$ cat src/rtl/gpm_pkg.sv
// Purpose: Shared constants and types of the gauge power-mode controller
// Assumes: 40 MHz reference clock, one-second internal time base
// Notes: All long timings count whole seconds of the time base
package gpm_pkg;

  // Reference clock and derived time base
  localparam int unsigned CLK_HZ = 40_000_000;
  localparam int unsigned T_SEC_S = 1;
  localparam int unsigned CYC_PER_SEC_DEF = CLK_HZ * T_SEC_S;

  // Mode timings in their own units
  localparam int unsigned T_LOW_QUAL_S = 16;
  localparam int unsigned T_WAKE_H = 4;
  localparam int unsigned T_CHECK_MIN = 15;

  // Timer widths
  localparam int SEC_W = 14;
  localparam int WIN_W = 10;

  // Timings as counts of time-base seconds
  localparam logic [SEC_W-1:0] LOW_QUAL_SEC = SEC_W'(T_LOW_QUAL_S);
  localparam logic [SEC_W-1:0] WAKE_SEC = SEC_W'(T_WAKE_H * 3600);
  localparam logic [WIN_W-1:0] ACT_WIN_SEC = WIN_W'(T_CHECK_MIN * 60);

  // Wake-ups per extended activity check (every third one)
  localparam logic [1:0] WAKES_PER_CHECK = 2'h3;

  // Activity limit used when the programmed threshold is zero
  localparam logic [7:0] ZERO_THR_COUNTS = 8'h02;

  // Ship-arm command: data to register address
  localparam logic [6:0] SHIP_CMD_ADDR = 7'h00;
  localparam logic [7:0] SHIP_CMD_DATA = 8'hA9;

  // Reset values
  localparam logic [7:0] ACT_CNT_RST = 8'h00;

  // Power modes as seen on the mode output
  typedef enum logic [2:0] {
    GPM_ACTIVE = 3'b000,
    GPM_SLEEP  = 3'b001,
    GPM_WAKE   = 3'b010,
    GPM_CHECK  = 3'b011,
    GPM_SHIP   = 3'b100,
    GPM_HIBER  = 3'b101
  } gpm_state_t;

  // Whole state of the controller
  typedef struct packed {
    gpm_state_t st;
    logic [1:0] line_s;
    logic [1:0] sup_s;
    logic [1:0] bak_s;
    logic [SEC_W-1:0] sec_cnt;
    logic [WIN_W-1:0] win_cnt;
    logic [7:0] act_cnt;
    logic quiet;
    logic armed;
    logic [1:0] wake_idx;
    logic temp_cap;
    logic temp_conv;
  } gpm_ctl_t;

  // Whole state of the time base
  typedef struct packed {
    logic [25:0] cnt;
    logic tick;
  } gpm_tb_t;

endpackage

$ cat src/rtl/gpm_tick_if.sv
// Purpose: Carries the one-second tick from time base to controller
// Assumes: Single clock domain
// Notes: Tick is a one-cycle pulse
`timescale 1ns/1ps
interface gpm_tick_if;
  logic sec_tick;
  modport src(output sec_tick);
  modport snk(input sec_tick);
endinterface

$ cat src/rtl/gpm_timebase.sv
// Purpose: Internal time base producing a one-second tick
// Assumes: CYC_PER_SEC fits in 26 bits
// Notes: Shorten CYC_PER_SEC in simulation
`timescale 1ns/1ps
module gpm_timebase
  import gpm_pkg::*;
#(
  parameter int unsigned CYC_PER_SEC = CYC_PER_SEC_DEF
)
(
  input wire logic ref_clk,
  input wire logic sys_rst,
  gpm_tick_if.src tb
);

  localparam logic [25:0] LAST = 26'(CYC_PER_SEC - 1);

  gpm_tb_t r;
  gpm_tb_t n;

  // Free-running divider; no crystal, so this is the only time source
  always_comb
  begin
    n = r;
    n.tick = 1'b0;
    if (r.cnt == LAST)
    begin
      n.cnt = 26'h0;
      n.tick = 1'b1; // RULE_18
    end
    else
    begin
      n.cnt = r.cnt + 26'h1;
    end
  end

  always_ff @(posedge ref_clk)
  begin
    if (sys_rst)
      r <= '0;
    else
      r <= n;
  end

  assign tb.sec_tick = r.tick;
endmodule

$ cat src/rtl/gpm_ctrl.sv
// Purpose: Power-mode controller of a single-cell battery gauge
// Assumes: Command decoder presents host writes as one-cycle strobes
// Notes: Host line, supply and backup detect are pins, synchronised here
//
// Overview of operation
// (RULE_01) Full gauging in active; high host line never lets active fall asleep
// (RULE_02) Sleep only after 16 s low line and activity below threshold
// (RULE_03) No-activity qualification may take up to 30 minutes
// (RULE_04) Sleep stops gauging; self-discharge tracked at entry temperature
// (RULE_05) Sleep wakes every 4 h for temperature; back after 16 s low
// (RULE_06) First wake-up runs a 15-minute activity check before sleeping
// (RULE_07) Extended activity check repeats every third wake-up, 12 hours
// (RULE_08) High line ends sleep; re-entry needs a fresh 16 s qualification
// (RULE_09) Zero threshold: fewer than 2 counts in 15 min means quiet
// (RULE_10) Weak internal pull-down keeps a floating host line low
// (RULE_11) Ship-enable plus 0xA9 written to address 0x00 arms ship mode
// (RULE_12) Ship entered only when armed and line low for 16 s
// (RULE_13) While armed, short line transients do not hold active mode
// (RULE_14) Ship halts all; resumes on high line or supply POR cycle
// (RULE_15) Glitch out of ship gives active; no re-entry without new command
// (RULE_16) Hibernate on low supply with backup; exit on supply return
// (RULE_17) Any high on line clears the 16 s low qualification timer; while armed, only a high still present at the tick clears it
// (RULE_18) All timings, wake counter included, come from the time base
`timescale 1ns/1ps
module gpm_ctrl
  import gpm_pkg::*;
#(
  parameter int unsigned CYC_PER_SEC = CYC_PER_SEC_DEF
)
(
  input wire logic ref_clk,
  input wire logic sys_rst,
  input wire logic host_line_in,
  input wire logic converter_pulse,
  input wire logic [7:0] activity_filter_threshold,
  input wire logic cmd_wr_stb,
  input wire logic [6:0] cmd_addr,
  input wire logic [7:0] cmd_data,
  input wire logic ship_enable,
  input wire logic supply_above_por,
  input wire logic backup_supply_input,
  output logic [2:0] power_mode,
  output logic gauging_en,
  output logic selfdis_track,
  output logic temp_capture_stb,
  output logic temp_conv_stb,
  output logic ship_armed,
  output logic ram_retain,
  output logic host_line_pd_en,
  output logic host_line_oe_n
);

  gpm_ctl_t r;
  gpm_ctl_t n;
  logic sec_tick;
  logic line;
  logic sup;
  logic bak;
  logic [7:0] lim;
  logic win_end;
  logic ship_cmd;

  gpm_tick_if tick_if ();

  gpm_timebase #(
    .CYC_PER_SEC(CYC_PER_SEC)
  ) u_timebase (
    .ref_clk(ref_clk),
    .sys_rst(sys_rst),
    .tb(tick_if.src)
  );

  // Activity limit; a zero threshold falls back to a fixed count
  function automatic logic [7:0] act_limit(input logic [7:0] thr);
    if (thr == 8'h00)
      act_limit = ZERO_THR_COUNTS; // RULE_09
    else
      act_limit = thr;
  endfunction

  // Synchronised views; only second stages are read
  assign sec_tick = tick_if.sec_tick;
  assign line = r.line_s[1];
  assign sup = r.sup_s[1];
  assign bak = r.bak_s[1];
  assign lim = act_limit(activity_filter_threshold);
  assign win_end = sec_tick && (r.win_cnt == ACT_WIN_SEC - WIN_W'(1));
  assign ship_cmd = cmd_wr_stb && ship_enable &&
                    (cmd_addr == SHIP_CMD_ADDR) &&
                    (cmd_data == SHIP_CMD_DATA);

  // Next-state logic for the whole controller
  always_comb
  begin
    n = r;
    n.temp_cap = 1'b0;
    n.temp_conv = 1'b0;
    n.line_s = {r.line_s[0], host_line_in};
    n.sup_s = {r.sup_s[0], supply_above_por};
    n.bak_s = {r.bak_s[0], backup_supply_input};

    // Activity filter window runs only while the gauge is awake
    if (r.st == GPM_ACTIVE || r.st == GPM_WAKE || r.st == GPM_CHECK)
    begin
      if (converter_pulse && r.act_cnt != 8'hFF)
        n.act_cnt = r.act_cnt + 8'h01;
      if (converter_pulse && (r.act_cnt + 8'h01) >= lim)
        n.quiet = 1'b0; // RULE_03
      if (win_end)
      begin
        // Quiet only after a full window; worst case two windows
        n.quiet = (r.act_cnt < lim) && !converter_pulse; // RULE_03 RULE_09
        n.win_cnt = '0;
        n.act_cnt = ACT_CNT_RST;
      end
      else if (sec_tick)
        n.win_cnt = r.win_cnt + WIN_W'(1);
    end

    // Ship arming by host command
    if (ship_cmd)
      n.armed = 1'b1; // RULE_11

    if (!sup)
    begin
      if (bak)
      begin
        n.st = GPM_HIBER; // RULE_16
        n.sec_cnt = '0;
      end
      else
      begin
        // Supply collapse without backup acts as power-on reset
        n.st = GPM_ACTIVE; // RULE_14
        n.armed = 1'b0;
        n.sec_cnt = '0;
        n.wake_idx = 2'h0;
        n.quiet = 1'b0;
      end
    end
    else
    begin
      case (r.st)
        GPM_HIBER:
        begin
          // Capacity data retained; resume gauging
          n.st = GPM_ACTIVE; // RULE_16
          n.sec_cnt = '0;
        end
        GPM_ACTIVE:
        begin
          if (line)
          begin
            // Armed: only a level still high at the tick counts
            if (!r.armed)
              n.sec_cnt = '0; // RULE_17 RULE_01
            else if (sec_tick)
              n.sec_cnt = '0; // RULE_13
          end
          else if (sec_tick)
          begin
            if (r.sec_cnt >= LOW_QUAL_SEC)
            begin
              if (r.armed)
              begin
                // Arming is spent on entry; a command in this cycle wins
                n.st = GPM_SHIP; // RULE_12 RULE_15
                n.armed = ship_cmd;
                n.sec_cnt = '0;
              end
              else if (r.quiet)
              begin
                n.st = GPM_SLEEP; // RULE_02
                n.temp_cap = 1'b1; // RULE_04
                n.wake_idx = 2'h0;
                n.sec_cnt = '0;
              end
            end
            else
              n.sec_cnt = r.sec_cnt + SEC_W'(1);
          end
        end
        GPM_SLEEP:
        begin
          if (line)
          begin
            n.st = GPM_ACTIVE; // RULE_08
            n.sec_cnt = '0;
          end
          else if (sec_tick)
          begin
            if (r.sec_cnt == WAKE_SEC - SEC_W'(1))
            begin
              n.temp_conv = 1'b1; // RULE_05
              n.sec_cnt = '0;
              if (r.wake_idx == 2'h0)
              begin
                // Fresh window so the check spans a full period
                n.st = GPM_CHECK; // RULE_06 RULE_07
                n.win_cnt = '0;
                n.act_cnt = ACT_CNT_RST;
              end
              else
                n.st = GPM_WAKE;
              if (r.wake_idx == WAKES_PER_CHECK - 2'h1)
                n.wake_idx = 2'h0; // RULE_18
              else
                n.wake_idx = r.wake_idx + 2'h1;
            end
            else
              n.sec_cnt = r.sec_cnt + SEC_W'(1);
          end
        end
        GPM_WAKE:
        begin
          if (line)
          begin
            n.st = GPM_ACTIVE; // RULE_08
            n.sec_cnt = '0;
          end
          else if (sec_tick)
          begin
            if (r.sec_cnt == LOW_QUAL_SEC - SEC_W'(1))
            begin
              n.st = GPM_SLEEP; // RULE_05
              n.sec_cnt = '0;
            end
            else
              n.sec_cnt = r.sec_cnt + SEC_W'(1);
          end
        end
        GPM_CHECK:
        begin
          if (line)
          begin
            n.st = GPM_ACTIVE; // RULE_08
            n.sec_cnt = '0;
          end
          else if (win_end)
          begin
            n.sec_cnt = '0;
            if ((r.act_cnt < lim) && !converter_pulse)
              n.st = GPM_SLEEP; // RULE_06
            else
              n.st = GPM_ACTIVE;
          end
        end
        GPM_SHIP:
        begin
          // Everything halted until the line rises
          if (line)
          begin
            n.st = GPM_ACTIVE; // RULE_14 RULE_15
            n.sec_cnt = '0;
          end
        end
        default:
        begin
          n.st = GPM_ACTIVE;
          n.sec_cnt = '0;
        end
      endcase
    end
  end

  // State register
  always_ff @(posedge ref_clk)
  begin
    if (sys_rst)
      r <= '0;
    else
      r <= n;
  end

  // Outputs decoded from registered state
  assign power_mode = r.st;
  assign gauging_en = (r.st == GPM_ACTIVE) || (r.st == GPM_WAKE) ||
                      (r.st == GPM_CHECK); // RULE_01
  assign selfdis_track = (r.st == GPM_SLEEP); // RULE_04
  assign temp_capture_stb = r.temp_cap;
  assign temp_conv_stb = r.temp_conv;
  assign ship_armed = r.armed;
  assign ram_retain = (r.st == GPM_HIBER); // RULE_16
  // Weak pull-down always on; line is never driven from here
  assign host_line_pd_en = 1'b1; // RULE_10
  assign host_line_oe_n = 1'b1;
endmodule

$ cat config.mk
export PLATFORM = sky130hd
export DESIGN_NAME = gpm_ctrl
export DESIGN_NICKNAME = d
export VERILOG_FILES = /design/src/rtl/gpm_pkg.sv /design/src/rtl/gpm_tick_if.sv /design/src/rtl/gpm_timebase.sv /design/src/rtl/gpm_ctrl.sv
export SDC_FILE = /design/constraint.sdc
export NUM_CORES = 1
export LEC_CHECK = 0
export BUFFER_PORTS_ARGS = -buffer_cell sky130_fd_sc_hd__buf_2
export CORE_MARGIN = 1
export CORE_UTILIZATION = 56
export CTS_BUF_LIST = sky130_fd_sc_hd__clkbuf_4 sky130_fd_sc_hd__clkbuf_8
export DETAILED_ROUTE_END_ITERATION = 10
export PLACE_DENSITY = 0.77
export SLEW_MARGIN = 20
export SYNTH_ARGS = -nofsm -noshare
export SYNTH_HDL_FRONTEND = slang
export SYNTH_HIERARCHICAL = 1
export SYNTH_SLANG_ARGS = --single-unit
export TNS_END_PERCENT = 1
$ cat constraint.sdc
create_clock -name ref_clk -period 2.89 [get_ports ref_clk]
set_clock_uncertainty 0.2 [all_clocks]
set_input_delay 0.1445 -clock ref_clk [delete_from_list [all_inputs] [get_ports ref_clk]]
set_output_delay 0.1445 -clock ref_clk [all_outputs]
set_load 0.005 [all_outputs]
==> impl_metrics.ini, run 1 <==
[status]
status = finished clean

[global_route]
grt_pass1_wl_mm = 16.9
use_met3 = 0.0313
grt_most_used_layer = met2
grt.met2_usage = 0.422
grt_antenna_before_repair = 0
track_usage = 0.249
grt_max_degree = 27
grt_util_met1 = 0.313
gr-total-overflow = 0
grt_pass1_vias = 3868

[critical_path]
cp-end-kind = register
required_ps = 2980
arrival_ps = 2970
path_class = reg -> reg
cpLargestDelayFamily = simple AND/OR/NAND/NOR gates
slowest_stage = or4_4
path_cells = or4_4 -> or4_4 -> a222oi_1 -> buf_4 -> o21ai_4 -> or4_4 -> a21oi_2
worst_path_most_repeated_cell = or4_4
rrSetupSlack_ps = 8
max_stage_delay_ps = 580
worst-path-buf-inv = 1
start_kind = register
path_max_fanout = 9

[power_and_ir_drop]
totalPowerFinal_mw = 2.15
ir_drop_uv = 253
leakage_nw = 1.94
powerDensity_mw_per_mm2 = 430

[placed_design]
dp.cells = 662
port_buffers = 39
gp_congestion = 0.855
hpwl_mm = 7.13

[floorplan]
initial_utilization = 0.590
ios = 42
core_mm2 = 0.00737
dieArea_mm2 = 0.00813
rows = 31
die_h_um = 90.1
die_x_um = 90.1

[cts]
clk_latency_ps = 340
cts_tree = done
clkTransAtPathRegs_ps = 80
cts_max_level = 3
cts_buffer_depth = 2
cts_buffers = 9
cts_root_buffer = clkbuf_8
cts_sinks = 74

[sta]
slew-limit-headroom = 0.493
finalSetupTns_ps = 0
fmax_mhz = 347
final-setup-viol-count = 0
layout_min_cycle_time_ps = 2880
worst_slew_pin_slew_ps = 749
drv_slew = 0
hold_violations = 0
rsz0062_at_grt = yes
period_share = 0.997

[cells_and_area]
multi_input_area_mm2 = 0.00268
fin_util = 0.680
layout-drive-gt1-share = 0.167
n_antenna_cell = 0
area_growth_syn_to_layout_pct = 15.2
fill_cells = 634
nNetsFinal = 633
instances_no_fill = 685
ff_latch_area_mm2 = 0.00149

[synthesis]
ys_top_cells_by_area = dfxtp_1 34%, ha_1 6.0%, nor2_1 5.2%
synth_top_cell_by_area = dfxtp_1
avgSynthCellArea_um2 = 8.21
synthArstFlopShare = 0
ys_top_cells_by_count = 74 x dfxtp_1, 60 x nor2_1, 37 x nand2_1
ys_seq_area_frac = 0.341
yosysMostFrequentCell = dfxtp_1
syn_inst = 530
yosys.cell_types.count = 61
syn_area_mm2 = 0.00435
synthFlopType = dfxtp_1
yosys.area.top_type_share = 0.341
synth_edf_count = 0
synth_seq_cells = 74
ys_warn_count = 6

[detailed_routing]
drt_iter0_drc = 198
vias = 4088
via_per_inst = 5.97
ant_nets = 0
wirelength_mm = 9.82
drc_errors = 0
firstDrtPassIters = 4
routedWlPerCell_um = 14.3

[min_path]
hold_class = in -> reg

[job]
maxCapViolCount = 0
==> logic make-up (layout without fill, tap and decap cells) <==
kind of cell	after synthesis	in the layout	synth area share
simple gates	241	241	0.309
compound gates	103	103	0.152
xor+xnor	36	36	0.0725
buf+inv	49	104	0.0521
mux	5	5	0.0121
fa+ha+maj	21	21	0.0604
other cells	1	2	0.000862
flops	74	74	0.341
==> what timing repair did <==
item,in CTS,in global routing
resized for setup,0,12
buffers inserted,0,1
endpoints found under the hold margin,6,0
setup endpoints to repair,0,13
hold buffers,6,0
==> layout make-up <==
class,count,area share
clock inverter,4,0.0147
multi-input combinational,408,0.534
inverter,24,0.0180
timing repair buffer,64,0.0802
sequential,74,0.297
tap,99,0.0247
clock buffer,12,0.0317
==> layer usage <==
metal / part of all wire / wire (um)
met3: 0.048 / 471
met4: 0.024 / 237
met1: 0.46 / 4480
met2: 0.47 / 4620
met5: 0 / 0
==> state kept, by name, summed over array words and instances (netlist names), 3 cells and up <==
signal,flops
n,3
u_timebase/r,26
r,36
power_mode,3
==> per-stage QoR <==
stage | hold WS, ps | worst slack [ps] | area (um^2)
after floorplan | 72.7 | -169 | 4350
after global placement | 167 | 99.4 | 4670
after detailed placement | 168 | 49.2 | 4670
after CTS | 40.0 | 24.6 | 4960
after global routing | 70.5 | -47.4 | 5010
final | 47.1 | 7.99 | 5010
==> report_power, final <==
| part | internal [mW] | switching, mW |
|---|---|---|
| clock | 0.543 | 0.385 |
| combinational | 0.0791 | 0.0961 |
| sequential | 1.03 | 0.0170 |
==> path summary, 6_finish.rpt <==
| kind | startpoint | end | cells past startpoint |
|---|---|---|---|
| worst max register to register | r[31] | r[35] | 7 |
| worst min-delay path | sys_rst | bak | 2 |
| worst min register to register | n[43] | line | 1 |
| worst max-delay path | r[31] | r[35] | 7 |
==> layout by cell type, fill, tap and decap left out, types with 3 or more instances in the layout <==
cell type	n
dfxtp_1	70
nor2_1	60
buf_2	39
nand2_1	37
a21oi_1	33
inv_1	24
xor2_1	24
nand3_1	22
ha_1	21
nand4_1	20
buf_4	18
o21ai_0	16
xnor2_1	12
nor2b_1	12
o31ai_1	11
clkbuf_8	11
or3_1	10
and3_1	9
nor4_1	9
nor3_1	8
or4_1	8
nand2b_1	6
nor4b_1	6
and4_1	6
dlygate4sd3_1	6
o22ai_1	5
o211ai_1	5
a31oi_1	4
or4_4	4
dfxtp_2	4
and2_1	3
nor4bb_1	3
a31o_2	3
o41ai_1	3
mux2i_1	3
a21boi_0	3
o32ai_1	3
(Power assumes the default switching activity.)
==> inputs of run 2 (changes only) <==
==> constraint.sdc (replaced) <==
create_clock -name ref_clk -period 2.89 [get_ports ref_clk]
set_clock_uncertainty 0.2 [all_clocks]
set_input_delay 0.867 -clock ref_clk [delete_from_list [all_inputs] [get_ports ref_clk]]
set_output_delay 0.867 -clock ref_clk [all_outputs]
set_load 0.005 [all_outputs]
==> run 2 against run 1 <==
  * Global-route usage up 0.17 points
  * Design area down 0.12%
  * Final cell count up 0.15%
  * Core utilization down 0.085 points
  * Critical endpoint is now r[33]
  * Non-clock buffer count up 1
==> impl_metrics.ini, run 2 (synthesized netlist as in run 1, its figures left out) <==
[status]
status = finished clean

[cts]
cts_root_buffer = clkbuf_8
cts_sinks = 74
cts_max_level = 3
cts_buffers = 9
clkTransAtPathRegs_ps = 80
clk_latency_ps = 360
cts_buffer_depth = 2
cts_tree = done

[floorplan]
initial_utilization = 0.590
ios = 42
die_h_um = 90.1
dieArea_mm2 = 0.00813
die_x_um = 90.1
core_mm2 = 0.00737
rows = 31

[cells_and_area]
layout_common_cells = 72 x dfxtp_1, 58 x nor2_1, 40 x buf_2, 37 x nand2_1, 32 x a21oi_1
fin_util = 0.679
layout-drive-gt1-share = 0.184
largest_reg_flops = 36
top_regs = r: 36 flops, u_timebase/r: 26 flops
n_antenna_cell = 0
nNetsFinal = 634
final_common_cell = dfxtp_1
instances_no_fill = 686
area_growth_syn_to_layout_pct = 15.0
regMostFlops = r

[detailed_routing]
vias = 4114
wirelength_mm = 10.3
routedWlPerCell_um = 15.0
ant_nets = 0
drc_errors = 0
firstDrtPassIters = 5
drt_iter0_drc = 276
via_per_inst = 6.00

[critical_path]
path_max_fanout = 6
arrival_ps = 2960
required_ps = 2990
path_class = reg -> reg
max_stage_delay_ps = 550
path_cells = or4_4 -> or4_4 -> a222oi_1 -> buf_4 -> o21ai_4 -> or4_4 -> a21oi_2
worst-path-buf-inv = 1
cpLargestDelayFamily = simple AND/OR/NAND/NOR gates
worst_path_most_repeated_cell = or4_4
slowest_stage = or4_4
start_kind = register
cp-end-kind = register

[sta]
rsz0062_at_grt = yes
hold_violations = 0
drv_slew = 0
fin_ws_ps = 26.9
worst_slew_pin_slew_ps = 759
period_share = 0.991
fmax_mhz = 349
final-setup-viol-count = 0
layout_min_cycle_time_ps = 2860
slew-limit-headroom = 0.486

[placed_design]
dp_slack_ps = -58.5
port_buffers = 39
gp_congestion = 0.881
hpwl_mm = 7.30
dp.cells = 665

[power_and_ir_drop]
ir_drop_uv = 395
powerDensity_mw_per_mm2 = 425
totalPowerFinal_mw = 2.13
leakage_nw = 1.93

[global_route]
track_usage = 0.251
grt_pass1_vias = 3779
grt_antenna_before_repair = 0
gr-total-overflow = 0
grt_pass1_wl_mm = 16.7
grt_max_degree = 19

[min_path]
hold_class = reg -> reg

[job]
maxCapViolCount = 0
run 2: worst paths after layout:
kind | depth (start not counted) | slack [ps] | to | from
worst max-delay path | 7 | 30 | r[33] | r[29]
worst min-delay path | 1 | 240 | line | n[43]
worst max register to register | 7 | 30 | r[33] | r[29]
worst min register to register | 1 | 240 | line | n[43]
run 2: power breakdown:
group | switching (mW) | leakage (nW) | internal, mW
registers | 0.0171 | 0.599 | 1.03
clock network | 0.403 | 0.114 | 0.499
logic | 0.0985 | 1.22 | 0.0768
total | 0.518 | 1.93 | 1.61
run 2: area by class of cell:
cell class / instances / area, um^2
multi-input cells: 408 / 2700
fillers: 636 / 2370
flip-flops and latches: 74 / 1480
repair buffers: 65 / 388
clock buffers: 10 / 131
well taps: 99 / 124
clock inverters: 6 / 91.3
inverters: 24 / 90.1
run 2: metrics by stage:
step                TNS, ps  area (um^2)  hold slack [ps]
floorplan             -1290         4350              214
global placement          0         4690              218
detailed placement     -136         4690              227
CTS                       0         4940              246
global route           -387         5000              261
finish                    0         5000              241
run 2: timing repair:
item | 4_1_cts | 5_1_grt
hold buffers | 0 | 0
setup endpoints to repair | 6 | 14
gates resized for setup | 1 | 19
pin swaps | 1 | 8
cloned | 0 | 1
buffers inserted | 2 | 3
run 2: per-layer routing:
layer	wire length [um]	global-route usage	vias up	part of all wire
met4	221	0.0820	0	0.021
met2	4990	0.437	169	0.48
li1	-	-	2038	-
met3	732	0.0677	26	0.071
met5	0	0	-	0
met1	4360	0.298	1881	0.42
==> inputs of run 3 (changes only) <==
--- a/config.mk
+++ b/config.mk
@@ -12,4 +12,5 @@
 export DETAILED_ROUTE_END_ITERATION = 10
 export PLACE_DENSITY = 0.77
+export SETUP_SLACK_MARGIN = 0.5
 export SLEW_MARGIN = 20
 export SYNTH_ARGS = -nofsm -noshare
--- a/constraint.sdc
+++ b/constraint.sdc
@@ -3,3 +3,3 @@
 set_input_delay 0.867 -clock ref_clk [delete_from_list [all_inputs] [get_ports ref_clk]]
 set_output_delay 0.867 -clock ref_clk [all_outputs]
-set_load 0.005 [all_outputs]
+set_load 0.1 [all_outputs]
==> run 3 against run 2 <==
  * Critical path depth is 1 higher
  * First-iteration DRC count rose by 16%
  * Count of clock-buffer cells in the layout up 1
  * Final cell count is 0.29% lower
  * Die area unchanged
  * Total power shrank 3.5%
  * Via count rose by 0.80%
  * Critical path type unchanged
==> impl_metrics.ini, run 3 (synthesized netlist as in run 1, its figures left out) <==
[status]
status = finished clean

[floorplan]
initial_utilization = 0.590
die_h_um = 90.1
dieArea_mm2 = 0.00813
rows = 31
core_mm2 = 0.00737
die_x_um = 90.1
ios = 42

[critical_path]
reg2reg_to = r[27]
rr_startpoint = r[36]
path_cells = or4_4 -> or4_4 -> a222oi_1 -> buf_4 -> o21ai_4 -> buf_6 -> or3_1 -> a21oi_2
rrSetupSlack_ps = 70
slowest_stage = or4_4
worst_path_most_repeated_cell = or4_4
max_stage_delay_ps = 530
arrival_ps = 2910
reg2reg_depth = 8
path_class = reg -> reg
start_kind = register
path_max_fanout = 5
required_ps = 2970
cp-end-kind = register

[sta]
slew-limit-headroom = 0.277
fmax_mhz = 354
period_share = 0.977
hold_violations = 0
rsz0062_at_grt = yes
worst_slew_pin_slew_ps = 1070
layout_min_cycle_time_ps = 2820
drv_slew = 0
final-setup-viol-count = 0
finalSetupTns_ps = 0

[min_path]
hold_path_end = line
worstHoldPathCells = 1
hold_class = reg -> reg
hold_start = n[43]

[cells_and_area]
nNetsFinal = 634
final_common_cell = dfxtp_1
area_growth_syn_to_layout_pct = 14.6
layout-drive-gt1-share = 0.183
top_regs = r: 36 flops, u_timebase/r: 26 flops
n_antenna_cell = 0
layout_common_cells = 70 x dfxtp_1, 59 x nor2_1, 38 x buf_2, 37 x nand2_1, 33 x a21oi_1
regMostFlops = r
largest_reg_flops = 36

[power_and_ir_drop]
ir_drop_uv = 297
power_switching_mw = 0.527
seqPwrFrac = 0.512
swShare = 0.257
p_int_mw = 1.52
powerDensity_mw_per_mm2 = 411
totalPowerFinal_mw = 2.05
p_clk_frac = 0.379
combPwrFrac = 0.110
leakage_nw = 1.92

[cts]
clk_latency_ps = 350
cts_sinks = 74
cts_max_level = 3
cts_buffers = 9
cts_tree = done
cts_buffer_depth = 2
clkTransAtPathRegs_ps = 80
hold_buffers = 0
cts_root_buffer = clkbuf_8

[global_route]
track_usage = 0.261
gr-total-overflow = 0
grt_pass1_wl_mm = 17.6
grt_max_degree = 19
grt_antenna_before_repair = 0
grt_pass1_vias = 3883

[detailed_routing]
firstDrtPassIters = 6
ant_nets = 0
wirelength_mm = 10.3
routedWlPerCell_um = 15.0
drc_errors = 0
drt_iter0_drc = 319
via_per_inst = 6.06
vias = 4147

[placed_design]
hpwl_mm = 7.33
gp_congestion = 0.883
port_buffers = 39

[job]
maxCapViolCount = 0
## run 3: what timing repair did
| action | CTS | global route |
|---|---|---|
| gates resized for setup | 7 | 8 |
| endpoints found under the setup margin | 24 | 44 |
| gates cloned | 1 | 0 |
| pin swaps | 7 | 4 |
| buffers inserted | 7 | 0 |
## run 3: layer usage
metal / track usage / share of wire / routed length (um)
met5: 0 / 0 / 0
met4: 0.0847 / 0.023 / 241
met3: 0.0601 / 0.068 / 695
met2: 0.455 / 0.47 / 4880
met1: 0.317 / 0.43 / 4480
## run 3: worst max-delay path by stage
stage	from	endpoint	slack, ps	depth (start not counted)
global placement	activity_filter_threshold[2]	r[5]	20	10
floorplan	r[31]	r[35]	-170	7
detailed placement	activity_filter_threshold[3]	power_mode[0]	-110	10
global route	r[36]	r[27]	9	8
finish	r[36]	r[27]	70	8
CTS	r[36]	r[33]	90	7
## run 3: metrics by stage
stage          setup slack [ps]   util  instances  hold slack [ps]  instance area (um^2)
6_report                   66.9  0.677        684              244                  4990
5_1_grt                    8.66  0.677        684              261                  4990
4_1_cts                    88.0  0.673        684              247                  4960
3_5_place_dp               -106  0.636        662              229                  4690
3_3_place_gp               21.0  0.636        662              216                  4690
2_1_floorplan              -169      -        531              214                  4360
## run 3: critical path, delay by kind of cell (launching register included)
kind / cells / cell delay [ps]
AND/OR/NAND/NOR: 3 / 1400
AO/OA/AOI/OAI: 3 / 460
buffers and inverters: 2 / 380
flip-flops: 1 / 320
## run 3: power groups by stage
| stage | combinational, mW | clock, mW | sequential [mW] |
|---|---|---|---|
| global placement | 0.202 | 0 | 1.07 |
| global route | 0.244 | 0.834 | 1.05 |
| CTS | 0.222 | 0.786 | 1.05 |
| finish | 0.225 | 0.777 | 1.05 |
| detailed placement | 0.206 | 0 | 1.07 |
| floorplan | 0.151 | 0 | 1.06 |
## run 3: layout make-up
type / count / area, um^2
Inverter: 24 / 90.1
Timing Repair Buffer: 64 / 402
Fill cell: 632 / 2380
Clock inverter: 3 / 42.5
Sequential cell: 74 / 1490
Tap cell: 99 / 124
Clock buffer: 11 / 139
Multi-Input combinational cell: 409 / 2700
